<file path="config.mk">
export PLATFORM = sky130hd
export DESIGN_NAME = rtcif_int_logic
export DESIGN_NICKNAME = d
export VERILOG_FILES = /design/src/design/rtcif_pkg.sv /design/src/design/rtcif_flag.sv /design/src/design/rtcif_int_logic.sv
export SDC_FILE = /design/constraint.sdc
export NUM_CORES = 1
export LEC_CHECK = 0
export BUFFER_PORTS_ARGS = -buffer_cell sky130_fd_sc_hd__buf_2
export CAP_MARGIN = 25
export CORE_ASPECT_RATIO = 0.75
export CORE_MARGIN = 2
export CORE_UTILIZATION = 30
export DETAILED_ROUTE_END_ITERATION = 6
export SETUP_SLACK_MARGIN = 0.15
export SKIP_LAST_GASP = 1
export SLEW_MARGIN = 20
export SYNTH_ARGS = -nofsm -noshare
export SYNTH_HDL_FRONTEND = slang
export SYNTH_SLANG_ARGS = --single-unit
</file>
<file path="constraint.sdc">
create_clock -name hclk -period 5.75 [get_ports hclk]
set_clock_uncertainty 0.05 [all_clocks]
set_input_delay 0.8625 -clock hclk [delete_from_list [all_inputs] [get_ports hclk]]
set_output_delay 0.8625 -clock hclk [all_outputs]
set_load 0.005 [all_outputs]
</file>
<file path="src/design/rtcif_pkg.sv">
// constants for the rtc interrupt and flag logic: register map, fields, reset values, timing
// assumes an ahb-lite master with whole-word accesses and a 65.536 kHz edge tick
// Function
// - set backup-supply fail flag when backup voltage drops below threshold; report later
// - keep watching backup supply while on backup power and record low voltage
// - interrupt only when a source flag rises and its enable bit is one
// - pulse mode drives pin about 200 ms; level mode holds until flags/control read
// - no pin interrupts generated while running from backup power; the irq status still sets
// - disabled source only sets its flag and leaves the pin alone
// - square-wave enable puts selected wave on pin, overriding interrupt sources
// - select 00=1 Hz, 01=512 Hz, 10=4096 Hz, 11=32768 Hz
// - calibration bit puts 512 Hz on pin above square wave and interrupts
// - calibration bit clears at power-up; wave bits restored from stored copy
// - polarity one: active-high push-pull; zero: active-low open-drain
// - flags read clears the event flags, ends level hold and cuts a pulse short
// - four event flags: watchdog, alarm, power fail, backup fail, cleared by reading
// - flags load zero at power-up, the oscillator-fail bit included
// - pin priority: backup power releases it, then calibration, then square wave, then interrupts, else high-z
package rtcif_pkg;

  // printed offsets are word indices; byte address is four times the index
  localparam logic [31:0] IDX_INT_CTRL = 32'h0001_fff6;
  localparam logic [31:0] IDX_FLAGS = 32'h001f_fff0;
  localparam logic [31:0] ADDR_INT_CTRL = IDX_INT_CTRL << 2;
  localparam logic [31:0] ADDR_FLAGS = IDX_FLAGS << 2;
  localparam logic [31:0] ADDR_IRQ_STATUS = 32'h0000_0000;
  localparam logic [31:0] ADDR_IRQ_CLEAR = 32'h0000_0004;
  localparam logic [31:0] ADDR_IRQ_ENABLE = 32'h0000_0008;

  // interrupt_control fields
  localparam int CTL_WDOG_IE = 7;
  localparam int CTL_ALARM_IE = 6;
  localparam int CTL_PFAIL_IE = 5;
  localparam int CTL_SQW_EN = 4;
  localparam int CTL_ACT_HIGH = 3;
  localparam int CTL_PULSE = 2;
  localparam int CTL_FSEL_HI = 1;
  localparam int CTL_FSEL_LO = 0;
  localparam logic [7:0] CTL_RESET = 8'h08;
  localparam logic [7:0] CTL_NV_MASK = 8'h13;

  // event_flags fields
  localparam int FLG_WDOG = 7;
  localparam int FLG_ALARM = 6;
  localparam int FLG_PFAIL = 5;
  localparam int FLG_OSC = 4;
  localparam int FLG_BKUP = 3;
  localparam int FLG_CAL = 2;
  localparam int FLG_WEN = 1;
  localparam int FLG_RD = 0;
  localparam logic [7:0] FLG_RESET = 8'h00;

  // irq status/enable layout: watchdog, alarm, power fail, backup fail
  localparam int NUM_IRQ = 4;
  localparam logic [NUM_IRQ-1:0] IRQ_RESET = 4'h0;

  // square-wave select codes and prescaler taps (edge tick is twice the oscillator)
  localparam logic [1:0] FSEL_1HZ = 2'b00;
  localparam logic [1:0] FSEL_512HZ = 2'b01;
  localparam logic [1:0] FSEL_4096HZ = 2'b10;
  localparam logic [1:0] FSEL_32768HZ = 2'b11;
  localparam int TAP_1HZ = 15;
  localparam int TAP_512HZ = 6;
  localparam int TAP_4096HZ = 3;
  localparam int TAP_32768HZ = 0;
  localparam int PRESC_W = 16;

  // pulse width, counted in edge ticks
  localparam int PULSE_MS = 200;
  localparam int EDGE_TICK_HZ = 65536;
  localparam int PULSE_TICKS = (PULSE_MS * EDGE_TICK_HZ) / 1000;
  localparam int PULSE_W = 14;
  localparam logic [PULSE_W-1:0] PULSE_LOAD = PULSE_TICKS[PULSE_W-1:0];

endpackage

</file>
<file path="src/design/rtcif_flag.sv">
// a row of sticky flags with set over clear
// assumes set and clear are synchronous to clk
`timescale 1ns/10ps
`default_nettype none
module rtcif_flag #(
  parameter int WIDTH = 1
) (
  input wire logic clk,
  input wire logic rst_n,
  input wire logic [WIDTH-1:0] set,
  input wire logic [WIDTH-1:0] clr,
  output var logic [WIDTH-1:0] flag_q
);

  // an event in the clearing cycle survives
  always_ff @(posedge clk or negedge rst_n) begin
    if (!rst_n) begin
      flag_q <= '0;
    end else begin
      flag_q <= set | (flag_q & ~clr);
    end
  end

endmodule
`default_nettype wire

</file>
<file path="src/design/rtcif_int_logic.sv">
// interrupt, flag and pin-mux logic of the rtc, with an ahb-lite register slave
// assumes one hclk domain; event inputs and osc_edge_tick are one-cycle pulses
`timescale 1ns/10ps
`default_nettype none
module rtcif_int_logic
  import rtcif_pkg::*;
(
  input wire logic hclk,
  input wire logic hresetn,
  input wire logic hsel,
  input wire logic [31:0] haddr,
  input wire logic [1:0] htrans,
  input wire logic hwrite,
  input wire logic [2:0] hsize,
  input wire logic [31:0] hwdata,
  input wire logic hready,
  output logic [31:0] hrdata,
  output logic hreadyout,
  output logic hresp,
  input wire logic osc_edge_tick,
  input wire logic watchdog_timeout,
  input wire logic alarm_match,
  input wire logic power_fail,
  input wire logic backup_below_threshold,
  input wire logic on_backup_power,
  input wire logic oscillator_fail,
  input wire logic nv_recall,
  input wire logic [7:0] nv_int_cfg,
  output logic [7:0] int_cfg_to_store,
  output logic int_pin_o,
  output logic int_pin_oe,
  output logic irq
);

  logic [31:0] addr_q;
  logic wr_q;
  logic [31:0] hrdata_q;
  logic [7:0] ctrl_q;
  logic oscillator_fail_flag_q;
  logic cal_q;
  logic wen_q;
  logic rd_bit_q;
  logic lvl_q;
  logic [PULSE_W-1:0] pulse_q;
  logic [PRESC_W-1:0] presc_q;
  logic bkup_low_q;
  logic int_o_q;
  logic int_oe_q;
  logic [NUM_IRQ-1:0] irq_en_q;
  logic [NUM_IRQ-1:0] irq_stat_q;
  logic [3:0] evt_flags_q;
  logic [3:0] evt_set;
  logic [3:0] evt_clr;
  logic [NUM_IRQ-1:0] stat_set;
  logic [NUM_IRQ-1:0] stat_clr;
  logic ap_valid;
  logic rd_flags;
  logic rd_ctrl;
  logic wr_ctrl;
  logic wr_flags;
  logic [2:0] src_en;
  logic new_irq;
  logic irq_active;
  logic wave;
  logic wave_sel;
  logic int_o_d;
  logic int_oe_d;
  logic [7:0] flags_view;

  assign hreadyout = 1'b1;
  assign hresp = 1'b0;
  assign hrdata = hrdata_q;
  assign int_pin_o = int_o_q;
  assign int_pin_oe = int_oe_q;
  assign int_cfg_to_store = ctrl_q & CTL_NV_MASK;

  // address phase: reads are answered from the value at this edge, so side
  // effects of a read happen here and the data phase needs no wait state
  assign ap_valid = hsel && htrans[1] && hready;
  assign rd_flags = ap_valid && !hwrite && (haddr == ADDR_FLAGS);
  assign rd_ctrl = ap_valid && !hwrite && (haddr == ADDR_INT_CTRL);
  assign wr_ctrl = wr_q && (addr_q == ADDR_INT_CTRL);
  assign wr_flags = wr_q && (addr_q == ADDR_FLAGS);

  always_ff @(posedge hclk or negedge hresetn) begin
    if (!hresetn) begin
      addr_q <= 32'h0000_0000;
      wr_q <= 1'b0;
    end else if (hready) begin
      addr_q <= haddr;
      wr_q <= ap_valid && hwrite;
    end
  end

  assign flags_view = {evt_flags_q[3], evt_flags_q[2], evt_flags_q[1], oscillator_fail_flag_q,
                       evt_flags_q[0], cal_q, wen_q, rd_bit_q};

  // read data, unmapped addresses read zero
  always_ff @(posedge hclk or negedge hresetn) begin
    if (!hresetn) begin
      hrdata_q <= 32'h0000_0000;
    end else if (ap_valid && !hwrite) begin
      if (haddr == ADDR_FLAGS) begin
        hrdata_q <= {24'h00_0000, flags_view};
      end else if (haddr == ADDR_INT_CTRL) begin
        hrdata_q <= {24'h00_0000, ctrl_q};
      end else if (haddr == ADDR_IRQ_STATUS) begin
        hrdata_q <= {28'h000_0000, irq_stat_q};
      end else if (haddr == ADDR_IRQ_ENABLE) begin
        hrdata_q <= {28'h000_0000, irq_en_q};
      end else begin
        hrdata_q <= 32'h0000_0000;
      end
    end
  end

  // interrupt control; wave bits come back from the stored copy at recall
  always_ff @(posedge hclk or negedge hresetn) begin
    if (!hresetn) begin
      ctrl_q <= CTL_RESET;
    end else if (wr_ctrl) begin
      ctrl_q <= hwdata[7:0];
    end else if (nv_recall) begin
      ctrl_q <= (ctrl_q & ~CTL_NV_MASK) | (nv_int_cfg & CTL_NV_MASK);
    end
  end

  // write-enable gates the other writable flag bits; cal is volatile
  always_ff @(posedge hclk or negedge hresetn) begin
    if (!hresetn) begin
      wen_q <= 1'b0;
      cal_q <= 1'b0;
      rd_bit_q <= 1'b0;
    end else if (wr_flags) begin
      wen_q <= hwdata[FLG_WEN];
      if (wen_q) begin
        cal_q <= hwdata[FLG_CAL];
        rd_bit_q <= hwdata[FLG_RD];
      end
    end
  end

  // oscillator-fail keeps its own behaviour: not cleared by a read
  always_ff @(posedge hclk or negedge hresetn) begin
    if (!hresetn) begin
      oscillator_fail_flag_q <= 1'b0;
    end else if (oscillator_fail) begin
      oscillator_fail_flag_q <= 1'b1;
    end else if (wr_flags && wen_q && !hwdata[FLG_OSC]) begin
      oscillator_fail_flag_q <= 1'b0;
    end
  end

  // backup monitor stays armed on backup power too
  always_ff @(posedge hclk or negedge hresetn) begin
    if (!hresetn) begin
      bkup_low_q <= 1'b0;
    end else begin
      bkup_low_q <= backup_below_threshold;
    end
  end

  // event flags {watchdog, alarm, power fail, backup fail}, cleared by a read
  assign evt_set = {watchdog_timeout, alarm_match, power_fail,
                    backup_below_threshold};
  assign evt_clr = {4{rd_flags}};

  rtcif_flag #(
    .WIDTH(4)
  ) u_evt_flags (
    .clk(hclk),
    .rst_n(hresetn),
    .set(evt_set),
    .clr(evt_clr),
    .flag_q(evt_flags_q)
  );

  // a disabled source only leaves its flag behind
  assign src_en = {ctrl_q[CTL_WDOG_IE], ctrl_q[CTL_ALARM_IE], ctrl_q[CTL_PFAIL_IE]};
  assign new_irq = |({watchdog_timeout, alarm_match, power_fail} & src_en)
                   && !on_backup_power;

  // level mode hold, ended by reading flags or control
  always_ff @(posedge hclk or negedge hresetn) begin
    if (!hresetn) begin
      lvl_q <= 1'b0;
    end else if (new_irq) begin
      lvl_q <= 1'b1;
    end else if (rd_flags || rd_ctrl) begin
      lvl_q <= 1'b0;
    end
  end

  // pulse timer on the oscillator tick, restarted by every enabled event while not on backup power
  always_ff @(posedge hclk or negedge hresetn) begin
    if (!hresetn) begin
      pulse_q <= '0;
    end else if (new_irq) begin
      pulse_q <= PULSE_LOAD;
    end else if (rd_flags || rd_ctrl) begin
      pulse_q <= '0;
    end else if (osc_edge_tick && (pulse_q != '0)) begin
      pulse_q <= pulse_q - 1'b1;
    end
  end

  assign irq_active = (ctrl_q[CTL_PULSE] ? (pulse_q != '0) : lvl_q)
                      && !on_backup_power;

  // free-running prescaler; bit 0 toggles at the oscillator rate
  always_ff @(posedge hclk or negedge hresetn) begin
    if (!hresetn) begin
      presc_q <= '0;
    end else if (osc_edge_tick) begin
      presc_q <= presc_q + 1'b1;
    end
  end

  always_comb begin
    case ({ctrl_q[CTL_FSEL_HI], ctrl_q[CTL_FSEL_LO]})
      FSEL_1HZ: wave_sel = presc_q[TAP_1HZ];
      FSEL_512HZ: wave_sel = presc_q[TAP_512HZ];
      FSEL_4096HZ: wave_sel = presc_q[TAP_4096HZ];
      default: wave_sel = presc_q[TAP_32768HZ];
    endcase
  end

  // pin mux: released on backup power, then calibration clock, then square wave, then interrupt, else released
  always_comb begin
    wave = 1'b0;
    int_o_d = 1'b0;
    int_oe_d = 1'b0;
    if (on_backup_power) begin
      int_oe_d = 1'b0;
    end else if (cal_q || ctrl_q[CTL_SQW_EN]) begin
      wave = cal_q ? presc_q[TAP_512HZ] : wave_sel;
      if (ctrl_q[CTL_ACT_HIGH]) begin
        int_o_d = wave;
        int_oe_d = 1'b1;
      end else begin
        int_oe_d = !wave;
      end
    end else if (|src_en) begin
      if (ctrl_q[CTL_ACT_HIGH]) begin
        int_o_d = irq_active;
        int_oe_d = 1'b1;
      end else begin
        int_oe_d = irq_active;
      end
    end
  end

  always_ff @(posedge hclk or negedge hresetn) begin
    if (!hresetn) begin
      int_o_q <= 1'b0;
      int_oe_q <= 1'b0;
    end else begin
      int_o_q <= int_o_d;
      int_oe_q <= int_oe_d;
    end
  end

  // system interrupt: sticky status, enable mask, write-one-to-clear
  always_ff @(posedge hclk or negedge hresetn) begin
    if (!hresetn) begin
      irq_en_q <= IRQ_RESET;
    end else if (wr_q && (addr_q == ADDR_IRQ_ENABLE)) begin
      irq_en_q <= hwdata[NUM_IRQ-1:0];
    end
  end

  assign stat_set = {watchdog_timeout, alarm_match, power_fail,
                     backup_below_threshold && !bkup_low_q};
  assign stat_clr = (wr_q && (addr_q == ADDR_IRQ_CLEAR)) ? hwdata[NUM_IRQ-1:0]
                                                         : IRQ_RESET;

  rtcif_flag #(
    .WIDTH(NUM_IRQ)
  ) u_irq_stat (
    .clk(hclk),
    .rst_n(hresetn),
    .set(stat_set),
    .clr(stat_clr),
    .flag_q(irq_stat_q)
  );

  assign irq = |(irq_stat_q & irq_en_q);

  // hsize is not checked: only whole-word accesses are expected
  logic unused_ok;
  assign unused_ok = &{1'b0, hsize, htrans[0]};

endmodule
`default_nettype wire

</file>
* Word-level counts from Yosys, hierarchy flattened
Cells that the tools add are included.
** Storage, ports and cells
- Register bits :: 123
- Latch bits :: 0
- RAM bits :: 0
- Bits in read-only memories :: 0
- Bits of input ports :: 90
- Output and inout bits :: 45
- Logic and storage cells :: 98
- Memories :: 0
** Cells by class
- Add/subtract/negate cells :: 2
- Multipliers :: 0
- Divide/modulo/power cells :: 0
- Magnitude comparators :: 0
- Equal/unequal tests :: 9
- Shifts and indexed selects :: 0
- Muxes and demuxes :: 27
- Bitwise logic cells :: 9
- Reductions and logical operators :: 34
** Operator list (count)
- 32-bit two-way mux :: 3
- 32-bit by 19-bit == test with 1-bit output, second input constant :: 2
- 32-bit by 23-bit == test with 1-bit output, second input constant :: 2
- 32-bit by 4-bit == test with 1-bit output, second input constant :: 2
- 14-bit two-way mux :: 3
- 32-bit by 3-bit == test with 1-bit output, second input constant :: 1
- 32-bit zero test :: 1
- 16-bit by 1-bit adder with 16-bit output, second input constant :: 1
- 1-bit logical AND :: 16
- 1-bit two-way mux :: 16
- 8-bit two-way mux :: 2
- 14-bit nonzero test :: 1
- 14-bit by 1-bit subtractor with 14-bit output, second input constant :: 1
- 4-bit bitwise AND :: 3
- 4-bit two-way mux :: 2
- 4-bit NOT :: 2
- 4-bit OR :: 2
- 8-bit by 5-bit OR with 8-bit output :: 1
- 2-bit nonzero test :: 3
- 3-bit OR reduction :: 2
- 1-bit zero test :: 5
- 4-bit OR reduction :: 1
- 3-bit bitwise AND :: 1
- 1-bit case mux with 3 select lines :: 1
- other kinds (6) :: 7

* Longest topological paths before layout
- Depth in word-level cells :: 7
- Mapped depth :: 8
- Gate-level depth less buffers :: 7

* Hierarchy
From an unflattened synthesis, not the netlist that was laid out.
** Second synthesis, totals
- Cells, all modules :: 465
- Area, all modules :: 5067.4 µm²
** By module, submodules not included
- rtcif_int_logic :: times used 1, cells an instance 441, area an instance 4777.1 µm², seq. area each 2278.4 µm²
- rtcif_flag :: times used 2, cells an instance 12, area an instance 145.1 µm², seq. area each 100.1 µm²

* Least setup slack after synthesis
OpenSTA, ideal clock, no wires.
- Kind :: input to register
- Start :: in haddr[1]
- End :: reg pulse_q[0]
- Setup time :: 0.140 ns
- Arrival time :: 2.464 ns
- Data required time :: 5.560 ns
- Path slack :: 3.096 ns
- Stages on the path :: 6
- Buffers on the path :: 1
- Cells stage by stage :: or4_1 or4_1 clkbuf_1 o21a_1 nor2_2 o21ai_0
** Between the ends
- Longest elaborated chain between the ends :: 5
- Elaborated cells between the ends (all ways) :: 8
- Classes of those cells :: eq/ne: 2; mux: 2; reduce/logical: 4
** RTL lines
- from (decl) :: RTL line rtcif_int_logic.sv:11 : input wire logic [31:0] haddr,
- 32-bit by 23-bit == test with 1-bit output / 32-bit by 19-bit == test with 1-bit output (equally long branches) :: RTL line rtcif_int_logic.sv:80, rtcif_int_logic.sv:81
- 1-bit logical AND, on equally long branches :: RTL line rtcif_int_logic.sv:80, rtcif_int_logic.sv:81
- 1-bit logical OR * :: RTL line rtcif_int_logic.sv:200 : end else if (rd_flags || rd_ctrl) begin
- 14-bit two-way mux :: RTL line rtcif_int_logic.sv:200
- 14-bit two-way mux :: RTL line rtcif_int_logic.sv:198 : end else if (new_irq) begin
- to (signal assigned) :: RTL line rtcif_int_logic.sv:203 : pulse_q <= pulse_q - 1'b1;
- to (decl) :: RTL line rtcif_int_logic.sv:44 : logic [PULSE_W-1:0] pulse_q;
Mark *: on every way between the ends. The rest lies on a longest branch, timed or not.
A chain may end at the register's enable or synchronous reset.

* Final worst setup path
- Start :: in hready
- End :: reg u_evt_flags.flag_q[3]
** Between the ends
- Longest elaborated chain between the ends :: 6
** RTL lines
- from (decl) :: RTL line rtcif_int_logic.sv:16 : input wire logic hready,
- 1-bit logical AND :: RTL line rtcif_int_logic.sv:79 : assign ap_valid = hsel && htrans[1] && hready;
- 1-bit logical AND (2 in a row) :: RTL line rtcif_int_logic.sv:80 : assign rd_flags = ap_valid && !hwrite && (haddr == ADDR_FLAGS);
- 4-bit NOT :: RTL line rtcif_flag.sv:20 : flag_q <= set | (flag_q & ~clr);
- 4-bit bitwise AND :: RTL line rtcif_flag.sv:20
- 4-bit OR :: RTL line rtcif_flag.sv:20
- to (signal assigned) :: RTL line rtcif_flag.sv:20
- to (decl) :: RTL line rtcif_flag.sv:12 : output var logic [WIDTH-1:0] flag_q
Every way passes these cells.

==> qor.yml <==
status:
  outcome: "complete, no violations"
die:
  die-area_um2: 17300
  core-area_um2: 16000
  std_cell_rows: 40
  die_x_um: 151
  initial_core_util_pct: 30.6
  die_h_um: 114
  pin_count: 135
finish:
  fill_cells: 1561
  syn2layout_area_growth_pct: 15.6
  seq_area_um2: 2480
  drive_above_1_share_pct: 29.6
  n_antenna_cell: 0
  multi_input_area_um2: 2170
  final_nets: 593
  final_util_pct: 35.3
critical_path:
  start_kind: "input port"
  cp_max_fo: 36
  cpPeakStageDelay_ns: 0.60
  critPathRequiredTime_ns: 5.94
  slowest_stage: "buf_2"
  crit_chain: "buf_2 > and4b_1 > nand4_1 > or3_1 > a21o_1"
  arrival_ns: 3.08
  crit_type: "in2reg"
  cp-end-kind: "flip-flop"
detailed_routing:
  wire_per_inst_um: 15.8
  totalWireLength_um: 11300
  via_count: 3495
  via_per_inst: 4.88
  firstDrtPassIters: 4
  postRouteAntennaNets: 0
  drc: 0
  drtIter0Drc: 203
clocking:
  cts_root_buf: "clkbuf_16"
  clock-sinks: 99
  cts_made_buffers: 9
  cts_max_level: 3
  hold_buffers: 0
  postCtsSetupRepairBufs: 0
  clkTransAtPathRegs_ns: 0.07
  clkLatencyLatePin_ns: 0.34
  cts_tree: "yes"
  cts_resized: 0
  ctsLongestPathBuffers: 2
timing:
  rsz0062_at_grt: "false"
  fin_tns_setup_ns: 0
  fmax_mhz: 345
  hold_violations: 0
  setup_viol_count_final: 0
  period_share_pct: 50.4
  tightest_slew_ns: 0.872
  slew_violations: 0
  relSlewSlack_pct: 41.4
  setup_slack_ns: 2.85
  min_period_ns: 2.90
placed_design:
  place_congestion: 0.815
  portBuffers: 70
  place_ws_ns: 2.50
  dp_hpwl_um: 8650
run:
  drv_cap: 0
grt:
  grt_max_degree: 63
  grt_pass1_vias: 3438
  grt_overflow: 0
  antenna_found_initial: 0
  grt_first_pass_wirelength_um: 18100
  track_usage_pct: 13.7
logic_synthesis:
  synth_area_um2: 4880
  ys_ff_latch: 99
  ys_warn_count: 0
  avgSynthCellArea_um2: 11.2
  yosysUniqueCellTypes: 54
  synth_flop_cell: "dfrtp_1"
  ys_seq_area_share_pct: 50.8
  synth_edf_count: 0
  synthCells: 435
  synthArstFlopShare_pct: 100
power:
  leakagePower_uw: 0.00240
  ir_drop_mv: 0.158
  power_uw: 1690
  power_density_nw_per_um2: 300
hold_path:
  hold_path_class: "reg2reg"
==> worst paths after layout <==
| path | to | start | slack (ns) | cells past startpoint |
|---|---|---|---|---|
| min in group asynchronous | presc_q[13]$_DFFE_PN0P_ | hresetn | 0.43 | 1 |
| min reg2reg | presc_q[11]$_DFFE_PN0P_ | presc_q[11]$_DFFE_PN0P_ | 0.41 | 1 |
| max in group asynchronous | irq_en_q[3]$_DFFE_PN0P_ | hresetn | 4.06 | 2 |
| max reg2reg | int_pin_oe$_DFF_PN0_ | pulse_q[6]$_DFFE_PN0P_ | 3.33 | 5 |
| max | u_evt_flags.flag_q[3]$_DFF_PN0_ | hready | 2.85 | 5 |
| min | presc_q[11]$_DFFE_PN0P_ | presc_q[11]$_DFFE_PN0P_ | 0.41 | 1 |
==> layout make-up <==
class,count,share of cell area (%)
timing repair buffer,72,6.47
clock buffer,12,4.55
multi-input combinational,309,38.4
tap,210,4.66
clock inverter,4,1.29
sequential,99,43.9
inverter,10,0.665
==> per-layer routing <==
metal | vias up | share of wire [%] | global-route usage [%] | wire length (µm)
met5 | - | 0 | 0 | 0
met4 | 0 | 1.3 | 4.86 | 144
met3 | 8 | 5.2 | 3.23 | 589
met2 | 93 | 46 | 21.6 | 5230
met1 | 1755 | 47 | 18.6 | 5320
li1 | 1639 | - | - | -
==> synth_stat cells, types with 4 or more instances <==
master,n,area share (%)
or2_2,5,0.64
nor3_1,9,0.92
clkbuf_1,4,0.31
or4_1,8,1.2
o32a_1,4,0.82
mux2_2,51,12
nand2_1,28,2.2
inv_1,10,0.77
buf_4,34,5.2
nand3_1,6,0.62
a21oi_1,10,1.0
o21ai_0,13,1.3
nor2_1,23,1.8
nand4_1,18,2.3
nor4_1,7,0.90
mux2i_1,5,1.0
xor2_1,14,2.5
nand4b_1,6,1.1
a21o_1,8,1.2
buf_1,5,0.38
xnor2_1,11,2.0
dfrtp_1,98,50
o22ai_1,4,0.51
==> metrics by stage <==
stage          cell area, µm²  hold slack (ns)  std cells
2_1_floorplan            4990            0.388        464
3_3_place_gp             5310            0.409        699
3_5_place_dp             5310            0.409        699
4_1_cts                  5640            0.419        715
5_1_grt                  5640            0.441        716
6_report                 5640            0.414        716
==> cells in the final DEF, fill, tap and decap left out, types with 9 or more instances in the layout <==
cell,count
xnor2_1,11
nand4_1,18
a21oi_1,10
clkbuf_16,9
mux2_2,51
o21ai_0,13
nor2_1,23
conb_1,31
buf_2,69
nand2_1,28
dfrtp_1,98
xor2_1,14
nor3_1,9
inv_1,10
==> cell families (layout without fill, tap and decap cells) <==
family,Yosys count,in the layout,share of synthesized area (%)
AOI/OAI and AO/OA,55,55,7.74
xor gates and xnor gates,25,25,4.49
adders and majority gates,2,2,0.513
buffers and inverters,56,98,7.00
DFF,99,99,50.8
muxes,56,56,12.8
other,2,31,0.154
and+or+nand+nor,140,140,16.5
==> state kept, by name (all words and copies together), names as in the netlist, 4 cells and up <==
signal,flops
addr_q,32
ctrl_q,8
hrdata,8
irq_en_q,4
presc_q,16
pulse_q,14
u_evt_flags.flag_q,4
u_irq_stat.flag_q,4
==> power breakdown <==
group          internal (µW)  switching [µW]
Clock                    404             251
Sequential               766            66.8
Combinational            100             102
==> critical path: cells and delay by family <==
family / cells / cell delay [ns]
AND/OR/NAND/NOR: 3 / 1.39
buffers and inverters: 1 / 0.60
AO/OA/AOI/OAI: 1 / 0.21
No activity file was read; power rests on OpenSTA's default activity.
